$ cat config.mk
export PLATFORM = sky130hd
export DESIGN_NAME = rtcs_top
export DESIGN_NICKNAME = d
export VERILOG_FILES = /design/src/rtl/rtcs_pkg.sv /design/src/rtl/rtcs_sel_if.sv /design/src/rtl/rtcs_src_sel.sv /design/src/rtl/rtcs_top.sv
export SDC_FILE = /design/constraint.sdc
export NUM_CORES = 1
export LEC_CHECK = 0
export BUFFER_PORTS_ARGS = -buffer_cell sky130_fd_sc_hd__buf_2
export CORE_MARGIN = 8
export CORE_UTILIZATION = 45
export CTS_BUF_LIST = sky130_fd_sc_hd__clkbuf_2 sky130_fd_sc_hd__clkbuf_4 sky130_fd_sc_hd__clkbuf_8
export DETAILED_ROUTE_END_ITERATION = 8
export PLACE_DENSITY = 0.72
export SETUP_SLACK_MARGIN = 0.05
export SLEW_MARGIN = 15
export SYNTH_ARGS = -nofsm -noshare
export SYNTH_HDL_FRONTEND = slang
export SYNTH_SLANG_ARGS = --single-unit
$ cat constraint.sdc
create_clock -name aclk -period 1.7 [get_ports aclk]
set_input_delay 0.34 -clock aclk [delete_from_list [all_inputs] [get_ports aclk]]
set_output_delay 0.34 -clock aclk [all_outputs]
set_load 0.02 [all_outputs]
$ cat src/rtl/rtcs_pkg.sv
// Constants shared by the reload timer clock-select block.
// Assumes a single 100 MHz system clock and AXI4-Lite register access.
`default_nettype none
package rtcs_pkg;
	localparam int unsigned CLK_PERIOD_NS = 10;
	// Register byte offsets.
	localparam logic [7:0] OFF_CONTROL = 8'h00;
	localparam logic [7:0] OFF_MODE    = 8'h04;
	localparam logic [7:0] OFF_RELOAD  = 8'h08;
	localparam logic [7:0] OFF_COUNT   = 8'h0C;
	localparam logic [7:0] OFF_STATUS  = 8'h10;
	// Field positions.
	localparam int unsigned CTL_EXP_DIS_BIT = 3;
	localparam int unsigned CTL_SEL_HI_BIT  = 0;
	localparam int unsigned MODE_SEL_MID_BIT = 3;
	localparam int unsigned MODE_SEL_LO_BIT  = 2;
	localparam int unsigned MODE_EDGE_BIT    = 0;
	localparam int unsigned STAT_UNDER_BIT   = 1;
	localparam int unsigned STAT_RSVD_BIT    = 0;
	// Values after reset.
	localparam logic [7:0] CONTROL_RESET = 8'h09;
	localparam logic [7:0] MODE_RESET    = 8'h00;
	localparam logic [7:0] RELOAD_RESET  = 8'hFF;
	// Prescaler tap exponents: the tap divides the clock by two to the power given.
	localparam int unsigned PRESC_WIDTH = 14;
	localparam int unsigned TAP_DIV128   = 7;
	localparam int unsigned TAP_DIV64    = 6;
	localparam int unsigned TAP_DIV16384 = 14;
	localparam int unsigned TAP_DIV2048  = 11;
	localparam int unsigned TAP_DIV1024  = 10;
	// AXI responses.
	localparam logic [1:0] RESP_OKAY   = 2'h0;
	localparam logic [1:0] RESP_SLVERR = 2'h2;
endpackage : rtcs_pkg
`default_nettype wire

$ cat src/rtl/rtcs_sel_if.sv
// Interface carrying clock-select settings and the count tick between modules.
// Assumes both ends run on the same system clock.
`timescale 1ns/1ps
`default_nettype none
interface rtcs_sel_if;
	logic expansion_disable;
	logic second_clk_sel_hi;
	logic second_clk_sel_mid;
	logic second_clk_sel_lo;
	logic edge_fall;
	logic first_underflow;
	logic ext_pin;
	logic count_tick;
	logic reserved_sel;
	modport ctrl (
		output expansion_disable, second_clk_sel_hi, second_clk_sel_mid, second_clk_sel_lo,
		output edge_fall, first_underflow, ext_pin,
		input  count_tick, reserved_sel
	);
	modport sel (
		input  expansion_disable, second_clk_sel_hi, second_clk_sel_mid, second_clk_sel_lo,
		input  edge_fall, first_underflow, ext_pin,
		output count_tick, reserved_sel
	);
endinterface : rtcs_sel_if
`default_nettype wire

$ cat src/rtl/rtcs_src_sel.sv
// System prescaler, external pin edge detector and count-source selector.
// Assumes synchronous active-low reset and inputs carried by rtcs_sel_if.
`timescale 1ns/1ps
`default_nettype none
module rtcs_src_sel (
	// Clock and reset.
	input  wire logic  aclk,
	input  wire logic  aresetn,
	// Settings in, tick out.
	rtcs_sel_if.sel    sel_bus
);
	logic [rtcs_pkg::PRESC_WIDTH-1:0] presc;
	logic [rtcs_pkg::PRESC_WIDTH:0]   tap_ones;
	logic                             pin_meta;
	logic                             pin_sync;
	logic                             pin_prev;
	logic                             pin_edge;
	logic                             presc_tick;
	logic                             reserved;
	logic                             next_tick;

	// Tap k is high when the low k prescaler bits are all ones, once every 2^k cycles.
	assign tap_ones[0] = 1'b1;
	genvar k;
	generate
		for (k = 0; k < rtcs_pkg::PRESC_WIDTH; k++) begin : g_tap
			assign tap_ones[k+1] = tap_ones[k] & presc[k];
		end
	endgenerate

	assign reserved   = ~sel_bus.expansion_disable & ~sel_bus.second_clk_sel_hi;
	assign presc_tick = !sel_bus.expansion_disable
		? (sel_bus.second_clk_sel_lo ? tap_ones[rtcs_pkg::TAP_DIV64] : tap_ones[rtcs_pkg::TAP_DIV128])
		: (sel_bus.second_clk_sel_hi
			? (sel_bus.second_clk_sel_lo ? tap_ones[rtcs_pkg::TAP_DIV2048]
				: tap_ones[rtcs_pkg::TAP_DIV16384])
			: tap_ones[rtcs_pkg::TAP_DIV1024]);
	assign pin_edge   = sel_bus.edge_fall ? (pin_prev & ~pin_sync) : (~pin_prev & pin_sync);
	assign next_tick  = reserved ? 1'b0
		: (!sel_bus.second_clk_sel_mid ? presc_tick
		: (sel_bus.second_clk_sel_lo ? pin_edge : sel_bus.first_underflow));

	always_ff @(posedge aclk) begin
		if (!aresetn) begin
			presc    <= '0;
			pin_meta <= 1'b0;
			pin_sync <= 1'b0;
			pin_prev <= 1'b0;
			sel_bus.count_tick   <= 1'b0;
			sel_bus.reserved_sel <= 1'b0;
		end else begin
			presc    <= presc + 1'b1;
			pin_meta <= sel_bus.ext_pin;
			pin_sync <= pin_meta;
			pin_prev <= pin_sync;
			sel_bus.count_tick   <= next_tick;
			sel_bus.reserved_sel <= reserved;
		end
	end
endmodule : rtcs_src_sel
`default_nettype wire

$ cat src/rtl/rtcs_top.sv
// Second reload timer with count-source selection, reached over AXI4-Lite.
// Assumes one 100 MHz clock, synchronous inputs and an AXI4-Lite master.
//
// Functional notes
// - Control bit 3 clear enables timer expansion.
// - Expansion-disable bit reads 1 after reset.
// - Four select bits jointly choose count source.
// - Expansion on: /128, /64; select-high 0 reserved.
// - Expansion off, select-high 1: /16384, /2048.
// - Expansion off, select-high 0: /1024 both.
// - Mode pair 10 cascades first timer underflow.
// - Mode pair 11 counts external pin edges.
// - Evaluation variant pins expansion-disable at 1.
`timescale 1ns/1ps
`default_nettype none
module rtcs_top #(
	parameter bit EVAL_CHIP = 1'b0
) (
	// Clock and reset.
	input  wire logic        aclk,
	input  wire logic        aresetn,
	// AXI4-Lite write address.
	input  wire logic [7:0]  s_axi_awaddr,
	input  wire logic        s_axi_awvalid,
	output logic             s_axi_awready,
	// AXI4-Lite write data.
	input  wire logic [31:0] s_axi_wdata,
	input  wire logic [3:0]  s_axi_wstrb,
	input  wire logic        s_axi_wvalid,
	output logic             s_axi_wready,
	// AXI4-Lite write response.
	output logic [1:0]       s_axi_bresp,
	output logic             s_axi_bvalid,
	input  wire logic        s_axi_bready,
	// AXI4-Lite read address.
	input  wire logic [7:0]  s_axi_araddr,
	input  wire logic        s_axi_arvalid,
	output logic             s_axi_arready,
	// AXI4-Lite read data.
	output logic [31:0]      s_axi_rdata,
	output logic [1:0]       s_axi_rresp,
	output logic             s_axi_rvalid,
	input  wire logic        s_axi_rready,
	// Timer events and pin.
	input  wire logic        first_underflow,
	input  wire logic        external_interrupt_two_pin,
	output logic             second_underflow
);
	rtcs_sel_if sel_bus ();

	logic [7:0]  timer_pair_control;
	logic [7:0]  timer_pair_mode;
	logic [7:0]  reload;
	logic [7:0]  count;
	logic        under_flag;
	logic [7:0]  aw_addr;
	logic [31:0] w_data;
	logic [3:0]  w_strb;
	logic        aw_got;
	logic        w_got;

	wire         do_write  = aw_got & w_got & ~s_axi_bvalid;
	wire         wr_lane0  = do_write & w_strb[0];
	wire         wr_ctl    = wr_lane0 && (aw_addr == rtcs_pkg::OFF_CONTROL);
	wire         wr_mode   = wr_lane0 && (aw_addr == rtcs_pkg::OFF_MODE);
	wire         wr_reload = wr_lane0 && (aw_addr == rtcs_pkg::OFF_RELOAD);
	wire         wr_stat   = wr_lane0 && (aw_addr == rtcs_pkg::OFF_STATUS);
	wire         wr_ok     = (aw_addr == rtcs_pkg::OFF_CONTROL) || (aw_addr == rtcs_pkg::OFF_MODE)
		|| (aw_addr == rtcs_pkg::OFF_RELOAD) || (aw_addr == rtcs_pkg::OFF_COUNT)
		|| (aw_addr == rtcs_pkg::OFF_STATUS);
	wire         rd_take   = s_axi_arvalid & s_axi_arready;
	wire [7:0]   ctl_view  = EVAL_CHIP ? (timer_pair_control | (8'h01 << rtcs_pkg::CTL_EXP_DIS_BIT))
		: timer_pair_control;
	wire [7:0]   next_ctl  = EVAL_CHIP ? (w_data[7:0] | (8'h01 << rtcs_pkg::CTL_EXP_DIS_BIT))
		: w_data[7:0];
	logic [7:0]  stat_view;
	wire         rd_ok;
	wire [31:0]  rd_word;
	wire         tick       = sel_bus.count_tick;
	wire         wrap       = tick && (count == 8'h00);
	wire [7:0]   next_count = wr_reload ? w_data[7:0] : (wrap ? reload : count - 8'h01);

	// Read decode.
	assign rd_ok   = (s_axi_araddr == rtcs_pkg::OFF_CONTROL) || (s_axi_araddr == rtcs_pkg::OFF_MODE)
		|| (s_axi_araddr == rtcs_pkg::OFF_RELOAD) || (s_axi_araddr == rtcs_pkg::OFF_COUNT)
		|| (s_axi_araddr == rtcs_pkg::OFF_STATUS);
	assign rd_word = (s_axi_araddr == rtcs_pkg::OFF_CONTROL) ? {24'h000000, ctl_view}
		: (s_axi_araddr == rtcs_pkg::OFF_MODE)   ? {24'h000000, timer_pair_mode}
		: (s_axi_araddr == rtcs_pkg::OFF_RELOAD) ? {24'h000000, reload}
		: (s_axi_araddr == rtcs_pkg::OFF_COUNT)  ? {24'h000000, count}
		: (s_axi_araddr == rtcs_pkg::OFF_STATUS) ? {24'h000000, stat_view}
		: 32'h00000000;

	// Status bits placed at their field positions.
	always_comb begin
		stat_view                           = 8'h00;
		stat_view[rtcs_pkg::STAT_UNDER_BIT] = under_flag;
		stat_view[rtcs_pkg::STAT_RSVD_BIT]  = sel_bus.reserved_sel;
	end

	// Refuse field positions and taps that the 8-bit registers and the prescaler cannot hold.
	generate
		if (rtcs_pkg::CTL_EXP_DIS_BIT > 7 || rtcs_pkg::CTL_SEL_HI_BIT > 7) begin : g_bad_ctl
			$error("Control field position lies outside the register.");
		end
		if (rtcs_pkg::MODE_SEL_MID_BIT > 7 || rtcs_pkg::MODE_SEL_LO_BIT > 7
			|| rtcs_pkg::MODE_EDGE_BIT > 7) begin : g_bad_mode
			$error("Mode field position lies outside the register.");
		end
		if (rtcs_pkg::STAT_UNDER_BIT > 7 || rtcs_pkg::STAT_RSVD_BIT > 7) begin : g_bad_stat
			$error("Status field position lies outside the register.");
		end
		if (rtcs_pkg::TAP_DIV16384 > rtcs_pkg::PRESC_WIDTH) begin : g_bad_tap
			$error("Prescaler is too narrow for the slowest tap.");
		end
	endgenerate

	// Settings to the source selector.
	assign sel_bus.expansion_disable  = ctl_view[rtcs_pkg::CTL_EXP_DIS_BIT];
	assign sel_bus.second_clk_sel_hi  = timer_pair_control[rtcs_pkg::CTL_SEL_HI_BIT];
	assign sel_bus.second_clk_sel_mid = timer_pair_mode[rtcs_pkg::MODE_SEL_MID_BIT];
	assign sel_bus.second_clk_sel_lo  = timer_pair_mode[rtcs_pkg::MODE_SEL_LO_BIT];
	assign sel_bus.edge_fall          = timer_pair_mode[rtcs_pkg::MODE_EDGE_BIT];
	assign sel_bus.first_underflow    = first_underflow;
	assign sel_bus.ext_pin            = external_interrupt_two_pin;

	rtcs_src_sel u_src_sel (
		.aclk    (aclk),
		.aresetn (aresetn),
		.sel_bus (sel_bus)
	);

	// Write channel capture and response.
	always_ff @(posedge aclk) begin
		if (!aresetn) begin
			s_axi_awready <= 1'b1;
			s_axi_wready  <= 1'b1;
			s_axi_bvalid  <= 1'b0;
			s_axi_bresp   <= rtcs_pkg::RESP_OKAY;
			aw_got        <= 1'b0;
			w_got         <= 1'b0;
			aw_addr       <= 8'h00;
			w_data        <= 32'h00000000;
			w_strb        <= 4'h0;
		end else begin
			if (s_axi_awvalid && s_axi_awready) begin
				aw_addr       <= s_axi_awaddr;
				aw_got        <= 1'b1;
				s_axi_awready <= 1'b0;
			end
			if (s_axi_wvalid && s_axi_wready) begin
				w_data       <= s_axi_wdata;
				w_strb       <= s_axi_wstrb;
				w_got        <= 1'b1;
				s_axi_wready <= 1'b0;
			end
			if (do_write) begin
				s_axi_bvalid <= 1'b1;
				s_axi_bresp  <= wr_ok ? rtcs_pkg::RESP_OKAY : rtcs_pkg::RESP_SLVERR;
				aw_got       <= 1'b0;
				w_got        <= 1'b0;
			end
			if (s_axi_bvalid && s_axi_bready) begin
				s_axi_bvalid  <= 1'b0;
				s_axi_awready <= 1'b1;
				s_axi_wready  <= 1'b1;
			end
		end
	end

	// Read channel.
	always_ff @(posedge aclk) begin
		if (!aresetn) begin
			s_axi_arready <= 1'b1;
			s_axi_rvalid  <= 1'b0;
			s_axi_rdata   <= 32'h00000000;
			s_axi_rresp   <= rtcs_pkg::RESP_OKAY;
		end else if (rd_take) begin
			s_axi_arready <= 1'b0;
			s_axi_rvalid  <= 1'b1;
			s_axi_rdata   <= rd_word;
			s_axi_rresp   <= rd_ok ? rtcs_pkg::RESP_OKAY : rtcs_pkg::RESP_SLVERR;
		end else if (s_axi_rvalid && s_axi_rready) begin
			s_axi_arready <= 1'b1;
			s_axi_rvalid  <= 1'b0;
		end
	end

	// Software registers.
	always_ff @(posedge aclk) begin
		if (!aresetn) begin
			timer_pair_control <= rtcs_pkg::CONTROL_RESET;
			timer_pair_mode    <= rtcs_pkg::MODE_RESET;
			reload             <= rtcs_pkg::RELOAD_RESET;
		end else begin
			if (wr_ctl) begin
				timer_pair_control <= next_ctl;
			end
			if (wr_mode) begin
				timer_pair_mode <= w_data[7:0];
			end
			if (wr_reload) begin
				reload <= w_data[7:0];
			end
		end
	end

	// Second reload timer: counts down on each selected tick and reloads on underflow.
	always_ff @(posedge aclk) begin
		if (!aresetn) begin
			count            <= rtcs_pkg::RELOAD_RESET;
			second_underflow <= 1'b0;
			under_flag       <= 1'b0;
		end else begin
			if (wr_reload || tick) begin
				count <= next_count;
			end
			second_underflow <= wrap;
			if (wrap) begin
				under_flag <= 1'b1;
			end else if (wr_stat && w_data[rtcs_pkg::STAT_UNDER_BIT]) begin
				under_flag <= 1'b0;
			end
		end
	end
endmodule : rtcs_top
`default_nettype wire

==> impl_metrics.csv, run 1 <==
group,metric,value,unit
cts,path_clk_slew,90,ps
placement,gp_congestion,0.850,
synthesis,syn_area,3990,um^2
synthesis,ys.flop_type,"dfxtp_1",
sta,fin_crit,1700,ps
floorplanning,die_w,110,um
sta,fmax,588,MHz
cts,cts-root-buf,"clkbuf_8",
worst_setup_path,worstPathCellList,"or3_4, or4_4, o211ai_1, nand3_1",
cts,clock_sinks,87,
drt,dr.pass1.iters,5,
sta,finalSetupTns,-1.35,ps
synthesis,ys_seq_area_frac,0.437,
sta,tightest_slew,542,ps
synthesis,postSynthCellCount,467,
sta,grt_setup_unrepaired,"true",
worst_hold_path,worstHoldStart,"s_axi_wvalid",
synthesis,synth_top_area_frac,0.437,
finish,antenna_cells,0,
cts,cts_tree,"built",
cts,clk_latency,360,ps
synthesis,yosys_register_bits,87,
worst_setup_path,cp-start-kind,"flop",
finish,nets,604,
sta,finalMaxSlewViolations,0,
worst_setup_path,end_kind,"flop",
pwr,irDropWorstVdd,0.407,mV
grt,grt_first_pass_wirelength,16400,um
flow_run,max_cap_viol_count,0,
sta,whs,181,ps
grt,antenna_found_initial,0,
sta,clock_skew,10.0,ps
sta,period_share,1.00,
worst_hold_path,min_path_type,"primary input to flop",
worst_setup_path,slowest_stage,"or4_4",
worst_setup_path,crit_family,"simple AND/OR/NAND/NOR gates",
drt,ant_nets,0,
worst_setup_path,cp.arrival,1930,ps
worst_setup_path,crit-reg2reg-launch,"aw_addr[1]",
synthesis,synth-edff-count,0,
finish,area_growth,20.6,%
drt,wl_per_cell,15.2,um
floorplanning,coreArea,8680,um^2
synthesis,syn_avg_cell_area,8.54,um^2
synthesis,yosysTopAreaCell,"dfxtp_1",
worst_hold_path,hold_depth,2,
placement,hpwl,7140,um
synthesis,synthDistinctLibCells,58,
worst_setup_path,critPathBufInv,0,
pwr,power.leakage,2.04,nW
sta,setup_viol,1,
cts,clk_path_buf_depth,2,
grt,first_global_vias,3499,
sta,hold_viol,0,
synthesis,yosysWarnings,0,
sta,setup_ws,-1.35,ps
floorplanning,start_util,0.459,
grt,grt_max_degree,32,
synthesis,async_flop_share,0,
drt,vias,3510,
cts,numCtsBuffers,9,
floorplanning,die_h,110,um
pwr,p_total,0.00410,W
run_status,violations,"setup timing",
finish,final_util,0.554,
worst_setup_path,cp-startpoint,"aw_addr[1]",
floorplanning,num_io_pins,103,
sta,maxSlewHeadroom,0.638,
pwr,power.density,852,nW/um^2
floorplanning,row_count,34,
synthesis,ys_top_cells_by_count,"dfxtp_1, nand2_1, a21oi_1",
worst_setup_path,rr_worst_depth,4,
drt,vias_per_cell,5.38,
grt,overflow,0,
worst_setup_path,required,1930,ps
synthesis,synth.most_common_cell,"dfxtp_1",
floorplanning,dieArea,12100,um^2
worst_setup_path,critPathMaxFanout,7,
worst_setup_path,critPathKind,"flop to flop",
drt,drt_iter0_markers,99,
worst_setup_path,cpPeakStageDelay,610,ps
run_status,outcome,"finished with violations",
worst_setup_path,cp.depth,4,
finish,drive_gt1_frac,0.264,
grt,grtUsageTotal,0.170,
placement,port_buffers,49,
drt,post-route-drc-count,0,
cts,htreeDepth,3,
synthesis,ys_top_cells_by_area,"dfxtp_1, nand2_1, mux2i_1",
drt,wirelength,9930,um
-- path summary, 6_finish.rpt --
kind	end	slack, ps
worst max-delay path	count[5]	-1
worst min-delay path	s_axi_wready	180
worst max register to register	count[5]	-1
worst min register to register	u_src_sel.pin_sync	440
-- final cells by class --
type | instances | area (um^2)
Clock inverter | 6 | 92.6
Fill cell | 864 | 3870
Clock buffer | 10 | 131
Inverter | 13 | 48.8
Multi-Input combinational cell | 344 | 2110
Sequential cell | 87 | 1750
Tap cell | 108 | 135
Timing Repair Buffer | 85 | 547
-- stage by stage --
step                      area, um^2  setup WS [ps]  cells
after floorplan                 4110          -6.52    492
after global placement          4450          -98.4    633
after detailed placement        4450           -142    633
after CTS                       4750          0.285    651
after global routing            4810          -66.5    653
final                           4810          -1.35    653
-- state kept, by name (all words and copies together) (netlist names), 8 cells and up --
register         cells
u_src_sel.presc     14
aw_addr              8
count                8
ctl_view             8
reload               8
s_axi_rdata          8
timer_pair_mode      8
w_data               8
-- worst reg2reg max path, stage by stage, from the launching register on --
cell,delay (ps)
dfxtp_2,340
or3_4,390
or4_4,610
o211ai_1,150
nand3_1,90
-- metal layers --
metal  routed length (um)  track usage
met2                 4890        0.291
met3                  694       0.0477
met4                  222       0.0571
met1                 4120        0.201
met5                    0            0
-- cells in the final DEF (no fill, tap or decap), types with 4 or more instances in the layout --
| master | instances |
|---|---|
| nand3_1 | 21 |
| nand2b_1 | 4 |
| xnor2_1 | 4 |
| and2_1 | 9 |
| and3_1 | 7 |
| o2111ai_1 | 7 |
| a21oi_1 | 40 |
| nor3_1 | 6 |
| o21ai_0 | 19 |
| conb_1 | 26 |
| o21ai_1 | 12 |
| inv_1 | 12 |
| buf_4 | 31 |
| dfxtp_1 | 80 |
| xor2_1 | 6 |
| o211ai_1 | 6 |
| buf_2 | 49 |
| dfxtp_2 | 7 |
| o21ai_2 | 4 |
| nor2_1 | 35 |
| mux2i_1 | 20 |
| nand4_1 | 4 |
| clkbuf_8 | 9 |
| nand2_1 | 61 |
-- where the power goes --
part	switching, W	total, W	leakage [nW]	internal (W)
Clock	0.000741	0.00160	0.107	0.000854
Combinational	0.000233	0.000366	1.22	0.000133
Sequential	0.0000503	0.00214	0.709	0.00209
Total	0.00102	0.00410	2.04	0.00307
-- timing repair --
action,4_1_cts,5_1_grt
setup endpoints to repair,17,31
pin swaps,6,13
setup buffers,1,1
hold buffers,0,0
resized for setup,13,18
cloned,1,1
-- logic make-up (layout without fill, tap and decap cells) --
kind of cell / Yosys count / in the layout / synth area share
simple gates: 176 / 177 / 0.225
mux: 22 / 22 / 0.0555
other cells: 1 / 26 / 0.000940
flops: 87 / 87 / 0.437
compound gates: 106 / 106 / 0.163
xor+xnor: 10 / 10 / 0.0220
fa+ha+maj: 3 / 3 / 0.00941
buf+inv: 62 / 114 / 0.0879
No activity file was read; power rests on OpenSTA's default activity.
==> run 2: changes to the inputs <==
Settings changed: RECOVER_POWER set to 50.
==> run 2 against run 1 <==
Compared with the run above:
- the run still ends with setup timing left
- combinational power fell by 2%
- design area is 0.65% lower
- via count is 0.51% lower
- sequential share of layout area increased by 0.21 points
- clock skew about the same
- sequential power about the same
- wire length rose by 0.55%
- non-clock buffer count stayed put
- critical path type unchanged
- setup slack worse by 1.3 ps
- fmax is essentially flat
- clock power about the same
==> impl_metrics.csv, run 2 (same netlist as run 1, synthesis figures left out) <==
group,metric,value,unit
run_status,outcome,"finished with violations",
run_status,violations,"setup timing",
worst_setup_path,r2r_end,"count[5]",
worst_hold_path,worstHoldStart,"s_axi_wvalid",
worst_hold_path,min_to,"s_axi_wready",
sta,fin_crit,1700,ps
grt,first_global_vias,3499,
placement,hpwl,7140,um
pwr,irDropWorstVdd,0.400,mV
drt,vias_per_cell,5.35,
sta,grt_setup_unrepaired,"true",
cts,htreeDepth,3,
floorplanning,coreArea,8680,um^2
flow_run,max_cap_viol_count,0,
drt,dr.pass1.iters,4,
worst_hold_path,hold_depth,2,
worst_setup_path,critPathMaxFanout,7,
grt,grt_first_pass_wirelength,16400,um
pwr,power.density,857,nW/um^2
grt,antenna_found_initial,0,
worst_setup_path,crit-reg2reg-launch,"aw_addr[1]",
cts,clk_path_buf_depth,2,
cts,path_clk_slew,90,ps
cts,clock_sinks,87,
sta,period_share,1.00,
worst_setup_path,r2r_slack,-3,ps
worst_setup_path,cp.arrival,1930,ps
sta,setup_ws,-2.67,ps
floorplanning,row_count,34,
grt,grt_max_degree,32,
grt,grtUsageTotal,0.170,
sta,finalMaxSlewViolations,0,
cts,cts_tree,"built",
finish,regMostFlops,"u_src_sel.presc",
worst_hold_path,min_path_type,"primary input to flop",
cts,numCtsBuffers,9,
pwr,p_total,0.00409,W
worst_setup_path,end_kind,"flop",
finish,layout.cells.most_common_list,"dfxtp_1, nand2_1, buf_2",
sta,setup_viol,1,
pwr,power.leakage,2.00,nW
placement,gp_congestion,0.850,
sta,clock_skew,10.2,ps
placement,port_buffers,49,
floorplanning,die_h,110,um
drt,ant_nets,0,
finish,area_growth,19.9,%
worst_setup_path,critPathKind,"flop to flop",
finish,drive_gt1_frac,0.244,
worst_setup_path,cp-start-kind,"flop",
finish,largest_register_ffs,14,
drt,drt_iter0_markers,127,
sta,tightest_slew,564,ps
drt,wl_per_cell,15.3,um
finish,nets,604,
finish,antenna_cells,0,
floorplanning,dieArea,12100,um^2
drt,wirelength,9990,um
cts,cts-root-buf,"clkbuf_8",
sta,fmax,587,MHz
finish,fillers,860,
drt,vias,3492,
grt,overflow,0,
worst_setup_path,rr_worst_depth,4,
floorplanning,die_w,110,um
finish,layout_commonest_cell,"dfxtp_1",
sta,hold_viol,0,
sta,maxSlewHeadroom,0.624,
worst_setup_path,required,1930,ps
floorplanning,num_io_pins,103,
sta,whs,180,ps
cts,clk_latency,360,ps
drt,post-route-drc-count,0,
floorplanning,start_util,0.459,
## run 2: per-layer routing
| layer | share of wire | GRT usage | wire length, um | vias to the layer above |
|---|---|---|---|---|
| li1 | - | - | - | 1725 |
| met1 | 0.42 | 0.201 | 4160 | 1633 |
| met2 | 0.49 | 0.291 | 4860 | 110 |
| met3 | 0.073 | 0.0477 | 730 | 24 |
| met4 | 0.023 | 0.0571 | 233 | 0 |
| met5 | 0 | 0 | 0 | - |
## run 2: worst max-delay path by stage
| stage | start | end | cells after the start |
|---|---|---|---|
| global placement | s_axi_araddr[5] | s_axi_rdata[1] | 6 |
| global route | aw_addr[1] | count[3] | 6 |
| finish | aw_addr[1] | count[5] | 4 |
| floorplan | s_axi_bvalid | count[5] | 6 |
| CTS | aw_addr[7] | count[5] | 5 |
| detailed placement | s_axi_araddr[5] | s_axi_rdata[0] | 6 |
## run 2: repair_timing
item,4_1_cts,5_1_grt
setup endpoints to repair,17,31
buffers inserted,1,1
gates cloned,1,1
hold buffers,0,0
pin swaps,6,13
gates resized for setup,13,18
## run 2: metrics by stage
| stage | util | area, um^2 | worst slack [ps] | setup TNS (ps) | std cells |
|---|---|---|---|---|---|
| final | 0.551 | 4780 | -2.67 | -2.67 | 653 |
| after global placement | 0.513 | 4450 | -98.4 | -589 | 633 |
| after global routing | 0.551 | 4780 | -66.5 | -583 | 653 |
| after CTS | 0.548 | 4750 | 0.285 | 0 | 651 |
| after detailed placement | 0.513 | 4450 | -142 | -1090 | 633 |
| after floorplan | - | 4110 | -6.52 | -7.09 | 492 |
## run 2: area by class of cell
| type | count | area (um^2) | area share |
|---|---|---|---|
| multi-input cells | 344 | 2100 | 0.440 |
| flip-flops and latches | 87 | 1750 | 0.366 |
| repair buffers | 85 | 518 | 0.108 |
| well taps | 108 | 135 | 0.0283 |
| clock buffers | 10 | 131 | 0.0275 |
| clock inverters | 6 | 92.6 | 0.0194 |
| inverters | 13 | 48.8 | 0.0102 |
## run 2: critical path, stage by stage, from the launching register on
cell	delay [ps]
dfxtp_2	340
or3_4	390
or4_4	610
o211ai_1	150
nand3_1	90
## run 2: power breakdown
| group | internal, W | switching, W | total, W |
|---|---|---|---|
| registers | 0.00209 | 0.0000512 | 0.00214 |
| clock network | 0.000854 | 0.000743 | 0.00160 |
| logic | 0.000127 | 0.000232 | 0.000360 |
| total | 0.00307 | 0.00103 | 0.00409 |
==> run 3: changes to the inputs <==
Settings changed: BUFFER_PORTS_ARGS -buffer_cell sky130_fd_sc_hd__buf_2 to not set, DONT_BUFFER_PORTS set to 1, PLACE_DENSITY 0.72 to not set, SETUP_SLACK_MARGIN 0.05 to 0.2.
==> run 3 against run 2 <==
Compared with the run above:
- the flow now finishes without violations
- clock power decreased by 7%
- first-iteration DRC count is 26% higher
- setup slack improved by 15 ps
- combinational power shrank 28%
- non-clock buffer count down 50
- sequential power barely moved
- die area unchanged
- global-route usage shrank 0.61 points
- final cell count fell by 7.7%
- clock skew hardly changed
- wire length down 2.2%
- critical path depth down 1
- largest cell class unchanged
==> impl_metrics.csv, run 3 (same netlist as run 1, synthesis figures left out) <==
group,metric,value,unit
run_status,outcome,"complete, no violations",
sta,fin_crit,1690,ps
worst_setup_path,required,1950,ps
worst_setup_path,cp.arrival,1940,ps
finish,nets,554,
drt,drt_iter0_markers,160,
cts,clock_sinks,87,
floorplanning,num_io_pins,103,
drt,ant_nets,0,
sta,fmax,592,MHz
cts,cts-root-buf,"clkbuf_8",
pwr,p_seq_frac,0.551,
drt,post-route-drc-count,0,
drt,vias,3251,
cts,path_clk_slew,90,ps
finish,stdcell_area,4510,um^2
grt,grtUsageTotal,0.164,
grt,grt_max_degree,33,
grt,overflow,0,
finish,layout.cells.most_common_list,"dfxtp_1, nand2_1, a21oi_1",
finish,stdcell_count,603,
placement,place_area,4200,um^2
finish,layout_commonest_cell,"dfxtp_1",
sta,grt_setup_unrepaired,"true",
placement,hpwl,6920,um
worst_setup_path,end_kind,"flop",
drt,wirelength,9760,um
pwr,p_switching,0.00100,W
pwr,power.density,863,nW/um^2
grt,antenna_found_initial,0,
grt,grt_first_pass_wirelength,15500,um
sta,tightest_slew,992,ps
grt,first_global_vias,3008,
placement,gp_congestion,0.842,
sta,clock_skew,10.5,ps
floorplanning,coreArea,8680,um^2
pwr,switching_share,0.257,
sta,whs,57.0,ps
floorplanning,row_count,34,
floorplanning,start_util,0.459,
worst_setup_path,critPathKind,"flop to flop",
finish,antenna_cells,0,
finish,largest_register_ffs,14,
pwr,power.leakage,1.81,nW
drt,wl_per_cell,16.2,um
sta,period_share,0.993,
sta,finalMaxSlewViolations,0,
worst_setup_path,critPathMaxFanout,6,
cts,ctsHoldBuffers,0,
finish,drive_gt1_frac,0.186,
placement,port_buffers,0,
worst_hold_path,min_path_type,"primary input to flop",
cts,numCtsBuffers,9,
cts,clk_latency,360,ps
floorplanning,dieArea,12100,um^2
pwr,power_frac_clock,0.382,
pwr,combPwrFrac,0.067,
drt,vias_per_cell,5.39,
sta,maxSlewHeadroom,0.338,
drt,dr.pass1.iters,4,
sta,hold_viol,0,
finish,area_growth,13.1,%
pwr,irDropWorstVdd,0.395,mV
pwr,p_total,0.00389,W
sta,setup_viol,0,
finish,final_util,0.520,
floorplanning,die_w,110,um
cts,cts_tree,"built",
finish,regMostFlops,"u_src_sel.presc",
cts,clk_path_buf_depth,2,
pwr,power.internal,0.00289,W
placement,dp_cells,583,
cts,htreeDepth,3,
floorplanning,die_h,110,um
worst_setup_path,cp-start-kind,"flop",
flow_run,max_cap_viol_count,0,
## run 3: power by group through the flow
stage / combinational (W) / sequential (W) / clock [W]
6_report: 0.000260 / 0.00215 / 0.00149
5_1_grt: 0.000287 / 0.00215 / 0.00162
4_1_cts: 0.000267 / 0.00215 / 0.00152
3_5_place_dp: 0.000253 / 0.00219 / 0
3_3_place_gp: 0.000251 / 0.00219 / 0
2_1_floorplan: 0.000253 / 0.00218 / 0
## run 3: final timing paths
kind | from | to | slack, ps | depth (start not counted)
setup / recovery | aw_addr[4] | reload[3] | 10 | 3
setup reg to reg | aw_addr[4] | reload[3] | 10 | 3
hold reg to reg | u_src_sel.pin_meta | u_src_sel.pin_sync | 440 | 1
hold / removal | aresetn | ctl_view[0] | 60 | 1
## run 3: routing by layer
layer	GRT usage	share of wire	vias to the layer above
met2	0.266	0.49	80
met5	0	0	-
met1	0.203	0.42	1528
met3	0.0465	0.079	14
li1	-	-	1629
met4	0.0609	0.016	0
## run 3: cell type report
type / count / area (um^2)
fill: 825 / 4170
multi-input combinational: 344 / 2110
sequential: 87 / 1750
timing repair buffer: 35 / 265
clock buffer: 10 / 138
tap: 108 / 135
clock inverter: 6 / 67.6
inverter: 13 / 48.8
## run 3: what timing repair did
item	in CTS	in global routing
pin swaps	19	6
gates cloned	1	0
setup endpoints to repair	33	35
gates resized for setup	20	10
setup buffers	1	2
## run 3: critical path, cell delays in order, from the launching register on
cell and delay (ps):
dfxtp_2 330, or3_4 420, or4_4 630, a21o_1 210
## run 3: per-stage QoR
| step | setup slack [ps] | setup TNS [ps] |
|---|---|---|
| floorplan | -5.97 | -5.99 |
| global placement | -17.6 | -17.6 |
| detailed placement | -27.3 | -63.7 |
| CTS | 21.7 | 0 |
| global route | -75.1 | -344 |
| finish | 12.2 | 0 |
